[config.mk]
export PLATFORM = sky130hd
export DESIGN_NAME = ssse_exec
export DESIGN_NICKNAME = d
export VERILOG_FILES = /design/src/rtl/ssse_pkg.sv /design/src/rtl/ssse_exec.sv
export SDC_FILE = /design/constraint.sdc
export NUM_CORES = 1
export LEC_CHECK = 0
export CAP_MARGIN = 25
export CORE_MARGIN = 4
export CORE_UTILIZATION = 69
export DETAILED_ROUTE_END_ITERATION = 8
export DONT_BUFFER_PORTS = 1
export PLACE_DENSITY_LB_ADDON = 0.25
export SLEW_MARGIN = 5
export SYNTH_ARGS = -nofsm -noshare
export SYNTH_HDL_FRONTEND = slang
export SYNTH_SLANG_ARGS = --single-unit
[constraint.sdc]
create_clock -name core_clk -period 10.9 [get_ports core_clk]
set_clock_uncertainty 0.1 [all_clocks]
set_input_delay 0.545 -clock core_clk [delete_from_list [all_inputs] [get_ports core_clk]]
set_output_delay 0.545 -clock core_clk [all_outputs]
set_load 0.005 [all_outputs]
[src/rtl/ssse_pkg.sv]
package ssse_pkg;

  // ----------------------------------------------------------------
  // Widths
  // ----------------------------------------------------------------
  localparam int DATA_W = 8;    // Byte datapath
  localparam int ADDR_W = 6;    // Data memory address width
  localparam int APB_AW = 12;   // APB byte address width

  // ----------------------------------------------------------------
  // Register map (byte addresses)
  // ----------------------------------------------------------------
  localparam logic [11:0] CTRL_OFS = 12'h000;    // Execution control
  localparam logic [11:0] WREG_OFS = 12'h004;    // Working register
  localparam logic [11:0] FLAG_OFS = 12'h008;    // Arithmetic flags
  localparam logic [11:0] STAT_OFS = 12'h00c;    // Status, read only
  localparam logic [11:0] MEM_BASE = 12'h100;    // Data memory window

  // ----------------------------------------------------------------
  // Field positions
  // ----------------------------------------------------------------
  localparam int CTRL_RUN_POS = 0;     // Accept instructions
  localparam int FLAG_BORROW_INV_POS = 0;
  localparam int FLAG_NIBBLE_POS = 1;
  localparam int FLAG_NULL_POS = 2;
  localparam int FLAG_WRAP_POS = 3;
  localparam int STAT_BUSY_POS = 0;    // Dummy cycle in progress
  localparam int STAT_SKIP_POS = 1;    // Last skip was taken
  localparam int STAT_CNT_POS = 8;     // Executed instruction count

  // ----------------------------------------------------------------
  // Reset values
  // ----------------------------------------------------------------
  localparam logic CTRL_RUN_RST = 1'b1;
  localparam logic [7:0] WREG_RST = 8'h00;
  localparam logic [7:0] CNT_RST = 8'h00;

  // ----------------------------------------------------------------
  // Timing counts
  // ----------------------------------------------------------------
  localparam int SKIP_CYCLES = 2;      // Conditional skip length
  localparam int PLAIN_CYCLES = 1;     // Subtract and exchange length

  // ----------------------------------------------------------------
  // Types
  // ----------------------------------------------------------------
  typedef enum logic [2:0] {
    MINUS_TO_MEMORY,
    MINUS_IMMEDIATE,
    NIBBLE_EXCHANGE_IN_PLACE,
    NIBBLE_EXCHANGE_TO_WORKING,
    SKIP_ON_NULL_BYTE,
    COPY_THEN_SKIP_ON_NULL,
    SKIP_ON_NULL_BIT,
    NO_OPERATION
  } ssse_op_type;

  typedef struct packed {
    ssse_op_type op;              // Operation
    logic [ADDR_W-1:0] addr;      // Data memory byte address
    logic [DATA_W-1:0] imm;       // Immediate operand
    logic [2:0] bitSel;           // Bit index for the bit skip
  } ssse_inst_type;

  typedef struct packed {
    logic signedWrap;             // signed_wrap_flag
    logic resultNull;             // result_null_flag
    logic nibbleBorrow;           // nibble_borrow_flag
    logic borrowInverse;          // borrow_inverse_bit
  } ssse_flags_type;

  localparam ssse_flags_type FLAGS_RST = 4'h0;

endpackage

[src/rtl/ssse_exec.sv]
// Notes on behaviour
// - minus_to_memory: W minus byte, into memory, flags
// - borrow_inverse_bit 0 if negative, else 1
// - minus_immediate: W minus immediate, into W, flags
// - Nibble exchange in place, flags untouched
// - Exchanged byte into W, memory and flags untouched
// - Skip next when byte is zero, no flags
// - Copy byte to W, skip if zero
// - Bit form skips when selected bit zero
// - Every conditional skip takes two cycles
// - No skip: continue with following instruction
//
// Register access over APB and the placing of the registers were decided locally.
module ssse_exec #(
  parameter int MEM_DEPTH = 64
) (
  input wire logic core_clk,
  input wire logic rst_n,
  // APB slave
  input wire logic psel,
  input wire logic penable,
  input wire logic pwrite,
  input wire logic [11:0] paddr,
  input wire logic [31:0] pwdata,
  output logic [31:0] prdata,
  output logic pready,
  output logic pslverr,
  // Instruction issue from the decoder
  input wire logic instValid,
  input wire ssse_pkg::ssse_inst_type inst,
  output logic instReady,
  // Completion towards the program counter logic
  output logic doneQ,
  output logic skipNextQ,
  output logic [7:0] workingRegister,
  output ssse_pkg::ssse_flags_type flagsOut
);

  // ----------------------------------------------------------------
  // Storage
  // ----------------------------------------------------------------
  typedef enum {
    EXEC_IDLE,
    EXEC_DUMMY
  } ssse_state_type;

  logic [7:0] dataMem [MEM_DEPTH];     // Data memory bytes
  logic [7:0] wreg_q;                  // Working register
  logic [7:0] wreg_d;
  ssse_pkg::ssse_flags_type flags_q;   // Arithmetic flags
  ssse_pkg::ssse_flags_type flags_d;
  ssse_state_type state_q;             // Pipeline state
  ssse_state_type state_d;
  logic run_q;                         // Accept instructions
  logic done_q;                        // Completion pulse
  logic done_d;
  logic skip_q;                        // Discard next fetched word
  logic skip_d;
  logic lastSkip_q;                    // Sticky record of last skip
  logic [7:0] count_q;                 // Executed instruction count
  logic [31:0] prdata_q;               // Registered read data
  logic pslverr_q;

  // APB decode nets, declared early as the next-state logic reads them
  localparam int ADDR_W_L = ssse_pkg::ADDR_W;
  wire logic apbAcc;                   // Access phase, always ready
  wire logic apbWr;
  wire logic hitCtrl;
  wire logic hitW;
  wire logic hitF;
  wire logic hitStat;
  wire logic hitMem;
  wire logic hitAny;
  wire logic apbWrW;
  wire logic apbWrF;
  wire logic apbWrCtrl;
  wire logic apbWrMem;
  wire logic [11:0] memOfs;
  wire logic [ADDR_W_L-1:0] apbMemIdx;
  wire logic [31:0] statWord;
  wire logic [31:0] readMux;

  // ----------------------------------------------------------------
  // Instruction decode
  // ----------------------------------------------------------------
  wire logic issue;                    // Instruction taken this edge
  wire logic [7:0] memByte;            // Addressed byte
  wire logic [7:0] subtrahend;         // Memory byte or immediate
  wire logic [8:0] diffWide;           // Ninth bit is the borrow
  wire logic [4:0] lowWide;            // Low nibble with borrow
  wire logic [7:0] diff;
  wire logic [7:0] swapped;            // Nibble exchanged byte
  wire logic isSubMem;
  wire logic isSubImm;
  wire logic isSub;
  wire logic isSwapMem;
  wire logic isSwapW;
  wire logic isSkipByte;
  wire logic isCopySkip;
  wire logic isSkipBit;
  wire logic isSkip;
  wire logic memAddrOk;                // Address inside the array
  wire logic skipCond;
  wire logic memWrite;                 // Execution writes memory
  wire logic [7:0] memWdata;
  wire ssse_pkg::ssse_flags_type subFlags;

  // Busy during the dummy cycle or while halted by software
  assign instReady = run_q && (state_q == EXEC_IDLE);
  assign issue = instValid && instReady;

  assign isSubMem = inst.op == ssse_pkg::MINUS_TO_MEMORY;
  assign isSubImm = inst.op == ssse_pkg::MINUS_IMMEDIATE;
  assign isSub = isSubMem || isSubImm;
  assign isSwapMem = inst.op == ssse_pkg::NIBBLE_EXCHANGE_IN_PLACE;
  assign isSwapW = inst.op == ssse_pkg::NIBBLE_EXCHANGE_TO_WORKING;
  assign isSkipByte = inst.op == ssse_pkg::SKIP_ON_NULL_BYTE;
  assign isCopySkip = inst.op == ssse_pkg::COPY_THEN_SKIP_ON_NULL;
  assign isSkipBit = inst.op == ssse_pkg::SKIP_ON_NULL_BIT;
  assign isSkip = isSkipByte || isCopySkip || isSkipBit;

  // Out-of-range addresses read as zero and are never written
  assign memAddrOk = 32'(inst.addr) < MEM_DEPTH;
  assign memByte = memAddrOk ? dataMem[inst.addr] : 8'h00;

  // ----------------------------------------------------------------
  // Subtractor
  // ----------------------------------------------------------------
  // Immediate comes from the instruction word, otherwise memory
  assign subtrahend = isSubImm ? inst.imm : memByte;
  assign diffWide = {1'b0, wreg_q} - {1'b0, subtrahend};
  assign lowWide = {1'b0, wreg_q[3:0]} - {1'b0, subtrahend[3:0]};
  assign diff = diffWide[7:0];

  // Unsigned borrow out means a negative difference
  assign subFlags.borrowInverse = ~diffWide[8];
  assign subFlags.nibbleBorrow = ~lowWide[4];
  assign subFlags.resultNull = diff == 8'h00;
  // Signed overflow: operands differ in sign, result sign flips
  assign subFlags.signedWrap = (wreg_q[7] ^ subtrahend[7])
                               && (diff[7] ^ wreg_q[7]);

  // ----------------------------------------------------------------
  // Exchange and skip tests
  // ----------------------------------------------------------------
  assign swapped = {memByte[3:0], memByte[7:4]};
  // Byte forms test the whole byte, bit form one selected bit
  assign skipCond = isSkipBit ? ~memByte[inst.bitSel]
                              : (memByte == 8'h00);

  // Only the two write-back forms touch memory
  assign memWrite = issue && memAddrOk && (isSubMem || isSwapMem);
  assign memWdata = isSubMem ? diff : swapped;

  // ----------------------------------------------------------------
  // Next state of working register, flags and pipeline
  // ----------------------------------------------------------------
  // APB writes to W and flags yield to an instruction in the same
  // cycle; software is expected to halt the core before editing.
  always_comb
  begin
    wreg_d = wreg_q;
    flags_d = flags_q;
    state_d = state_q;
    done_d = 1'b0;
    skip_d = 1'b0;
    case (state_q)
      EXEC_IDLE:
      begin
        if (issue)
        begin
          if (isSub)
          begin
            flags_d = subFlags;
          end
          if (isSubImm)
          begin
            wreg_d = diff;
          end
          else if (isSwapW)
          begin
            wreg_d = swapped;
          end
          else if (isCopySkip)
          begin
            wreg_d = memByte;
          end
          if (isSkip)
          begin
            // Second cycle is the dummy slot while the next word
            // is fetched, whether or not the skip is taken
            state_d = EXEC_DUMMY;
            skip_d = skipCond;
          end
          else
          begin
            done_d = 1'b1;
          end
        end
        else if (apbWrW)
        begin
          wreg_d = pwdata[7:0];
        end
        else if (apbWrF)
        begin
          flags_d = pwdata[3:0];
        end
      end
      EXEC_DUMMY:
      begin
        // Skip verdict is held through the dummy cycle
        skip_d = skip_q;
        done_d = 1'b1;
        state_d = EXEC_IDLE;
        if (apbWrW)
        begin
          wreg_d = pwdata[7:0];
        end
        else if (apbWrF)
        begin
          flags_d = pwdata[3:0];
        end
      end
      default:
      begin
        state_d = EXEC_IDLE;
      end
    endcase
  end

  // ----------------------------------------------------------------
  // APB decode
  // ----------------------------------------------------------------
  assign apbAcc = psel && penable;
  assign apbWr = apbAcc && pwrite;
  assign memOfs = paddr - ssse_pkg::MEM_BASE;
  assign apbMemIdx = memOfs[ADDR_W_L+1:2];
  assign hitCtrl = paddr == ssse_pkg::CTRL_OFS;
  assign hitW = paddr == ssse_pkg::WREG_OFS;
  assign hitF = paddr == ssse_pkg::FLAG_OFS;
  assign hitStat = paddr == ssse_pkg::STAT_OFS;
  // Word aligned slots only, one byte per word
  assign hitMem = (paddr >= ssse_pkg::MEM_BASE)
                  && (memOfs[1:0] == 2'b00)
                  && (32'(memOfs[11:2]) < MEM_DEPTH);
  assign hitAny = hitCtrl || hitW || hitF || hitStat || hitMem;
  assign apbWrW = apbWr && hitW;
  assign apbWrF = apbWr && hitF;
  assign apbWrCtrl = apbWr && hitCtrl;
  // An instruction write to memory wins the port this cycle
  assign apbWrMem = apbWr && hitMem && !memWrite;

  assign statWord = {16'h0000, count_q, 6'h00, lastSkip_q,
                     (state_q == EXEC_DUMMY)};
  assign readMux = hitCtrl ? {31'h00000000, run_q}
                 : hitW ? {24'h000000, wreg_q}
                 : hitF ? {28'h0000000, flags_q}
                 : hitStat ? statWord
                 : hitMem ? {24'h000000, dataMem[apbMemIdx]}
                 : 32'h00000000;

  // Zero wait states; read data and error registered in the setup cycle
  assign pready = 1'b1;
  assign prdata = prdata_q;
  assign pslverr = pslverr_q;

  // ----------------------------------------------------------------
  // Data memory array
  // ----------------------------------------------------------------
  // No reset: memory content is undefined until written
  always_ff @(posedge core_clk)
  begin
    if (memWrite)
    begin
      dataMem[inst.addr] <= memWdata;
    end
    else if (apbWrMem)
    begin
      dataMem[apbMemIdx] <= pwdata[7:0];
    end
  end

  // ----------------------------------------------------------------
  // Core registers
  // ----------------------------------------------------------------
  always_ff @(posedge core_clk or negedge rst_n)
  begin
    if (!rst_n)
    begin
      wreg_q <= ssse_pkg::WREG_RST;
      flags_q <= ssse_pkg::FLAGS_RST;
      state_q <= EXEC_IDLE;
      done_q <= 1'b0;
      skip_q <= 1'b0;
    end
    else
    begin
      wreg_q <= wreg_d;
      flags_q <= flags_d;
      state_q <= state_d;
      done_q <= done_d;
      skip_q <= skip_d;
    end
  end

  // ----------------------------------------------------------------
  // Status and control
  // ----------------------------------------------------------------
  // Skip record updates when each skip instruction retires
  always_ff @(posedge core_clk or negedge rst_n)
  begin
    if (!rst_n)
    begin
      run_q <= ssse_pkg::CTRL_RUN_RST;
      lastSkip_q <= 1'b0;
      count_q <= ssse_pkg::CNT_RST;
    end
    else
    begin
      if (apbWrCtrl)
      begin
        run_q <= pwdata[ssse_pkg::CTRL_RUN_POS];
      end
      if (state_q == EXEC_DUMMY)
      begin
        lastSkip_q <= skip_q;
      end
      if (done_d)
      begin
        count_q <= count_q + 8'h01;
      end
    end
  end

  // ----------------------------------------------------------------
  // APB read data
  // ----------------------------------------------------------------
  // Registered in the setup cycle so it is stable in access phase
  always_ff @(posedge core_clk or negedge rst_n)
  begin
    if (!rst_n)
    begin
      prdata_q <= 32'h00000000;
      pslverr_q <= 1'b0;
    end
    else
    begin
      prdata_q <= (psel && !penable && !pwrite) ? readMux : prdata_q;
      pslverr_q <= psel && !penable && !hitAny;
    end
  end

  // ----------------------------------------------------------------
  // Outputs
  // ----------------------------------------------------------------
  assign doneQ = done_q;
  assign skipNextQ = skip_q && done_q;
  assign workingRegister = wreg_q;
  assign flagsOut = flags_q;

endmodule

==> results.toml, run 1 <==
[status]
status = "finished clean"

[clock_network]
cts_setup_buffers = 0
cts_made_buffers = 55
cts.reportedPaths.clkPinSlew_ns = 0.06
clk_latency_ns = 0.62
clockBufferDepth = 3
cts-htree-levels = 2
tritoncts = "yes"
cts_root_buffer = "clkbuf_16"
cts_sinks = 554

[power]
p_switching_mw = 1.033
intPower_mw = 3.601
leakage_nw = 9.389
power_frac_comb = 0.086
p_clk_frac = 0.397
pwr-share-seq = 0.517
power_mw = 4.635
peakVddDrop_mv = 0.1239
p_per_area_mw_per_mm2 = 158.2
swShare = 0.2229

[setup_path]
slowest_stage = "a221oi_1"
worst-path-max-fanout = 64
slowest_delay_ns = 0.69
cp_top_family = "compound AO/OA/AOI/OAI gates"
cp_num_buf_inv = 1
crit_type = "reg -> reg"
critPathRequiredTime_ns = 11.11
r2r_slack_ns = 5.59
start_kind = "flop"
cpMostUsedCell = "a21oi_1"
endpoint_kind = "flop"
crit_arrival_ns = 5.52
worstPathCellList = "mux4_2 > a22o_1 > a221oi_1 > a221o_1 > a21oi_1 > a31oi_1 > ha_1 > o21ai_0 > a21oi_1 > o21ai_0 > a21oi_1 > xor2_1 > mux2i_1 > o21ai_4 > buf_4"

[finish]
drive_above_1_share = 0.2875
num_antenna_cells = 0
final_cells = 2059
finalNetCount = 1580
areaGrowthSynthToFinish_pct = 7.804
fillerInstances = 2112

[floorplanning]
fp-row-count = 72
die_y_um = 206.5
dieArea_mm2 = 0.04263
start_util = 0.7000
core-area_mm2 = 0.03883
ioPinCount = 119
die-width_um = 206.5

[routing]
dr.pass1.iters = 7
drt-wirelength-per-cell_um = 35.75
drt_wl_total_um = 73620
vias_per_cell = 7.896
vias = 16258
drc = 0
ant_nets = 0
drtIter0Drc = 2923

[placement]
io_buffers = 0
routabilityCongestion = 0.9030
post-place-cells = 1945
dp_hpwl_um = 44810

[logic_synthesis]
synthCells = 1511
synth_warnings = 0
synth_seq_cells = 554
synth_top_cell_by_area = "edfxtp_1"
syn_avg_cell_area_um2 = 17.99
synth_top_area_share = 0.5657
ys.flop_type = "edfxtp_1"
netlist_area_mm2 = 0.02718
ys_seq_area_frac = 0.6044
synth_edf_count = 512
async_flop_share = 0.07581
post_synth_num_cell_types = 83
ys_top_cells_by_area = "edfxtp_1 (57%), mux4_2 (24%), dfrtp_1 (3.8%)"

[sta]
relSlewSlack = 0.2776
final_hold_viol_count = 0
period_share = 0.4872
period_needed_ns = 5.310
slew_viol_final = 0
worst_slew_pin_slew_ns = 1.084
hold_slack_ns = 0.01900
finalSetupViolations = 0
fmax_mhz = 188.3
tns_ns = 0
rsz0062_at_grt = "false"

[grt]
grt_pass1_vias = 16447
antenna_found_initial = 0
grt-ovfl-total = 0
track_usage = 0.3516
grt_max_degree = 141
grt_pass1_wl_um = 108100

[min_path]
hold_class = "in -> reg"

[run]
drv_cap = 0
cell usage in the layout, fill, tap and decap left out, types with 5 or more instances in the layout:
master / n
a211oi_1: 9
a21o_1: 5
a21oi_1: 24
a221oi_1: 8
a22o_1: 16
a22oi_1: 12
a31oi_1: 13
and2_1: 7
and3_1: 7
buf_4: 24
buf_6: 5
clkbuf_1: 11
clkbuf_16: 57
clkinv_1: 14
clkinv_2: 10
conb_1: 17
dfrtp_1: 41
dlygate4sd3_1: 7
edfxtp_1: 512
ha_1: 9
inv_1: 9
mux2_2: 20
mux2i_1: 46
mux4_2: 289
nand2_1: 59
nand2b_1: 5
nand3_1: 15
nand3b_1: 5
nand4_1: 7
nor2_1: 101
nor2b_1: 22
nor3_1: 17
nor3b_1: 5
nor4_1: 7
o21ai_0: 15
o21ai_1: 11
o22ai_1: 12
xnor2_1: 10
cells in the mapped netlist (all sizes together) (20+ instances only):
cell,count
edfxtp,512
mux4,289
nor2,102
buf,82
nand2,62
mux2i,47
dfrtp,41
clkbuf,38
o21ai,30
a21oi,29
nor2b,22
mux2,20
power by group through the flow:
stage / combinational, mW / clock, mW / sequential [mW]
CTS: 0.386 / 1.84 / 2.40
global placement: 0.360 / 0 / 2.44
finish: 0.400 / 1.84 / 2.40
floorplan: 0.312 / 0 / 2.45
global route: 0.416 / 1.94 / 2.40
detailed placement: 0.374 / 0 / 2.44
area by class of cell:
type	count	area (um2)	area share
inverters	11	41.29	0.001409
well taps	518	648.1	0.02212
clock inverters	30	240.2	0.008200
clock buffers	68	1468	0.05009
flip-flops and latches	554	16430	0.5607
repair buffers	37	326.6	0.01115
multi-input cells	841	10150	0.3463
logic make-up after synthesis:
logic type / after synthesis / synth area share
other: 2 / 0.0002763
multiplexers: 356 / 0.2655
flip-flops: 554 / 0.6044
AND/OR/NAND/NOR: 281 / 0.05073
buffers and inverters: 131 / 0.02776
AO/OA/AOI/OAI: 164 / 0.04217
XOR/XNOR: 13 / 0.004190
adder cells (fa/ha/maj): 10 / 0.004880
layer usage:
layer,share of wire,up-vias,track usage
li1,-,6303,-
met1,0.33,8275,0.4725
met2,0.48,1416,0.5572
met3,0.14,262,0.09995
met4,0.048,2,0.1381
met5,0.00092,-,0.01190
worst paths after layout:
path / end / startpoint / depth (start not counted)
max in group asynchronous: run_q / rst_n / 2
min reg2reg: count_q[7] / count_q[7] / 1
min: prdata[3] / paddr[8] / 2
max: dataMem[48][7] / dataMem[22][2] / 15
min in group asynchronous: workingRegister[7] / rst_n / 2
max reg2reg: dataMem[48][7] / dataMem[22][2] / 15
per-stage QoR:
step                      worst slack (ns)  utilization  instance area, um2
after global routing                 5.490       0.7546               29300
after CTS                            5.743       0.7529               29230
after floorplan                      4.010            -               27230
final                                5.590       0.7546               29300
after detailed placement             5.580       0.7066               27440
after global placement               5.678       0.7053               27380
sequential cells by signal, indices dropped and copies added, names as in the netlist:
| name | count |
|---|---|
| dataMem | 512 |
| workingRegister | 8 |
| state_q | 1 |
| pslverr | 1 |
| flagsOut | 4 |
| prdata | 16 |
| skip_q | 1 |
| lastSkip_q | 1 |
| run_q | 1 |
| doneQ | 1 |
| count_q | 8 |
timing repair:
| item | 4_1_cts | 5_1_grt |
|---|---|---|
| hold buffers | 8 | 0 |
| gates resized for setup | 0 | 0 |
| hold endpoints to repair | 51 | 0 |
Note: power is estimated with default switching activity, not from simulation.
==> run 2: changes to the inputs <==
ABC_AREA = 1   (was unset)
CORE_UTILIZATION = 58   (was 69)
clock period = 4.6 ns   (was 10.9 ns; I/O delays follow)
==> run 2 against run 1 <==
- first-iteration DRC count grew 25%
- critical path type is now in -> reg
- routed wire length up 27%
- clock-buffer cell count increased by 3
- final cell count rose by 74%
- flip-flop and latch count did not move
- hold slack improved by 0.026 ns
- critical path depth shrank 3
- non-clock buffer count increased by 111
==> results.toml, run 2 <==
[finish]
drive_above_1_share = 0.08712
mostFrequentLayoutCells = "nand2_1 (819), edfxtp_1 (512), nand3_1 (502)"
fillerInstances = 3555
seqCellArea_mm2 = 0.01643
final_cell_area_mm2 = 0.03088
largest_register_ffs = 512
multi_input_area_mm2 = 0.01012
num_antenna_cells = 0
layout_commonest_cell = "nand2_1"
final_util = 0.6576
regMostFlops = "dataMem"
finalNetCount = 3008
areaGrowthSynthToFinish_pct = 11.31
final_cells = 3580

[grt]
grt_pass1_wl_um = 138200
grt_pass1_vias = 23380
grt_max_degree = 261
track_usage = 0.3567
grt-ovfl-total = 0
antenna_found_initial = 1

[logic_synthesis]
synth_commonest_cells = "nand2_1 (823), edfxtp_1 (512), nand3_1 (502), o22ai_1 (210), nor2_1 (190)"
synth_top_cell_by_area = "edfxtp_1"
synth_warnings = 0
ys_top_cells_by_area = "edfxtp_1 (55%), nand2_1 (11%), nand3_1 (9.1%)"
synth_top_area_share = 0.5543
synth_seq_cells = 554
ys_seq_area_frac = 0.5922
syn_avg_cell_area_um2 = 9.493
netlist_area_mm2 = 0.02774
synth_edf_count = 512
ys.flop_type = "edfxtp_1"
post_synth_num_cell_types = 52
synth_most_common_cell = "nand2_1"
async_flop_share = 0.07581
synthCells = 2922

[routing]
vias_per_cell = 6.802
routed.top_layer = "met5"
wl_met1_um = 31720
drt_wl_total_um = 93670
drt-wirelength-per-cell_um = 26.17
drtIter0Drc = 3665
routed-wl-met3_um = 12840
drc = 0
dr.pass1.iters = 7
ant_nets = 0
dr_wl_met2_um = 43290
vias = 24350

[sta]
finalSetupViolations = 0
relSlewSlack = 0.1709
hold_slack_ns = 0.04482
setup_ws_ns = 0.1597
period_needed_ns = 4.440
fmax_mhz = 225.2
period_share = 0.9653
slew_viol_final = 0
final_hold_viol_count = 0
tns_ns = 0
rsz0062_at_grt = "false"
worst_slew_pin_slew_ns = 1.228

[floorplanning]
die_y_um = 226.7
die-width_um = 226.7
start_util = 0.5908
core-area_mm2 = 0.04695
ioPinCount = 119
dieArea_mm2 = 0.05139
fp-row-count = 79

[setup_path]
crit_arrival_ns = 4.58
cp_num_buf_inv = 5
worstPathCellList = "dlygate4sd3_1 > nor2_2 > dlygate4sd3_1 > inv_2 > nor4_4 > buf_4 > nand3b_4 > nand2_1 > o21ai_2 > inv_1 > nand4_1 > nor2_1"
slowest_delay_ns = 1.03
cp_top_family = "simple AND/OR/NAND/NOR gates"
start_kind = "primary input"
critPathRequiredTime_ns = 4.74
crit_type = "in -> reg"
endpoint_kind = "flop"
cpMostUsedCell = "dlygate4sd3_1"
slowest_stage = "nor2_1"
worst-path-max-fanout = 13

[placement]
io_buffers = 0
preCtsSetupSlack_ns = 0.3679
placed_area_mm2 = 0.02872
routabilityCongestion = 0.9623
post-place-cells = 3441
dp_hpwl_um = 56910

[clock_network]
cts_resized = 0
clk_latency_ns = 0.62
tritoncts = "yes"
cts_made_buffers = 56
cts-htree-levels = 2
cts.reportedPaths.clkPinSlew_ns = 0.06
cts_setup_buffers = 0
cts_root_buffer = "clkbuf_16"
cts_sinks = 554
clockBufferDepth = 3

[status]
status = "finished clean"

[power]
p_per_area_mw_per_mm2 = 367.8
peakVddDrop_mv = 0.3037
leakage_nw = 11.56
power_mw = 11.36

[min_path]
hold_class = "in -> reg"

[run]
drv_cap = 0
run 2: cell types whose count changed in the layout (fill, tap and decap cells not counted), sizes merged, moves of 43 or more:
cell | before | now
nand2 | 62 | 824
nor2 | 102 | 194
mux4 | 289 | 0
inv | 10 | 87
o211ai | 1 | 44
o22ai | 12 | 210
o21ai | 30 | 73
nand3 | 15 | 502
buf | 30 | 114
mux2i | 47 | 0
run 2: logic make-up after synthesis:
logic type,share of synthesized area
AND/OR/NAND/NOR,0.2503
flip-flops,0.5922
AO/OA/AOI/OAI,0.09847
buffers and inverters,0.04984
XOR/XNOR,0.004105
adder cells (fa/ha/maj),0.004781
other,0.0002707
run 2: where the power goes:
part           leakage (nW)  switching (mW)  total (mW)  internal, mW
registers              5.16         0.00408        5.66          5.65
clock network         0.881            1.93        4.46          2.53
logic                  5.52           0.884        1.24         0.355
run 2: repair_timing:
action	CTS	global route
endpoints found under the setup margin	0	0
hold endpoints to repair	74	0
hold buffers	36	0
run 2: cell type report:
type,count,area share
clock buffers,71,0.04992
clock inverters,32,0.007740
inverters,89,0.01106
multi-input cells,2079,0.3278
flip-flops and latches,554,0.5320
well taps,607,0.02460
repair buffers,148,0.04684
run 2: final timing paths:
kind                            startpoint       endpoint  slack [ns]  depth (start not counted)
max in group asynchronous            rst_n      prdata[5]        4.10                          3
worst max register to register       run_q  dataMem[3][1]        0.37                          9
worst max-delay path              paddr[0]  dataMem[3][1]        0.16                         12
worst min register to register  count_q[6]     count_q[6]        0.37                          1
worst min-delay path             instValid    flagsOut[1]        0.04                          4
min in group asynchronous            rst_n          run_q        0.09                          2
run 2: worst min-delay path: stages:
cell and delay, ns:
nand2_2 0.25, nand2_1 0.08, o21ai_0 0.08, o21ai_0 0.08
run 2: per-layer routing:
metal | vias to the layer above | global-route usage
li1 | 10460 | -
met1 | 11516 | 0.4472
met2 | 1960 | 0.5736
met3 | 412 | 0.08713
met4 | 2 | 0.1970
met5 | - | 0
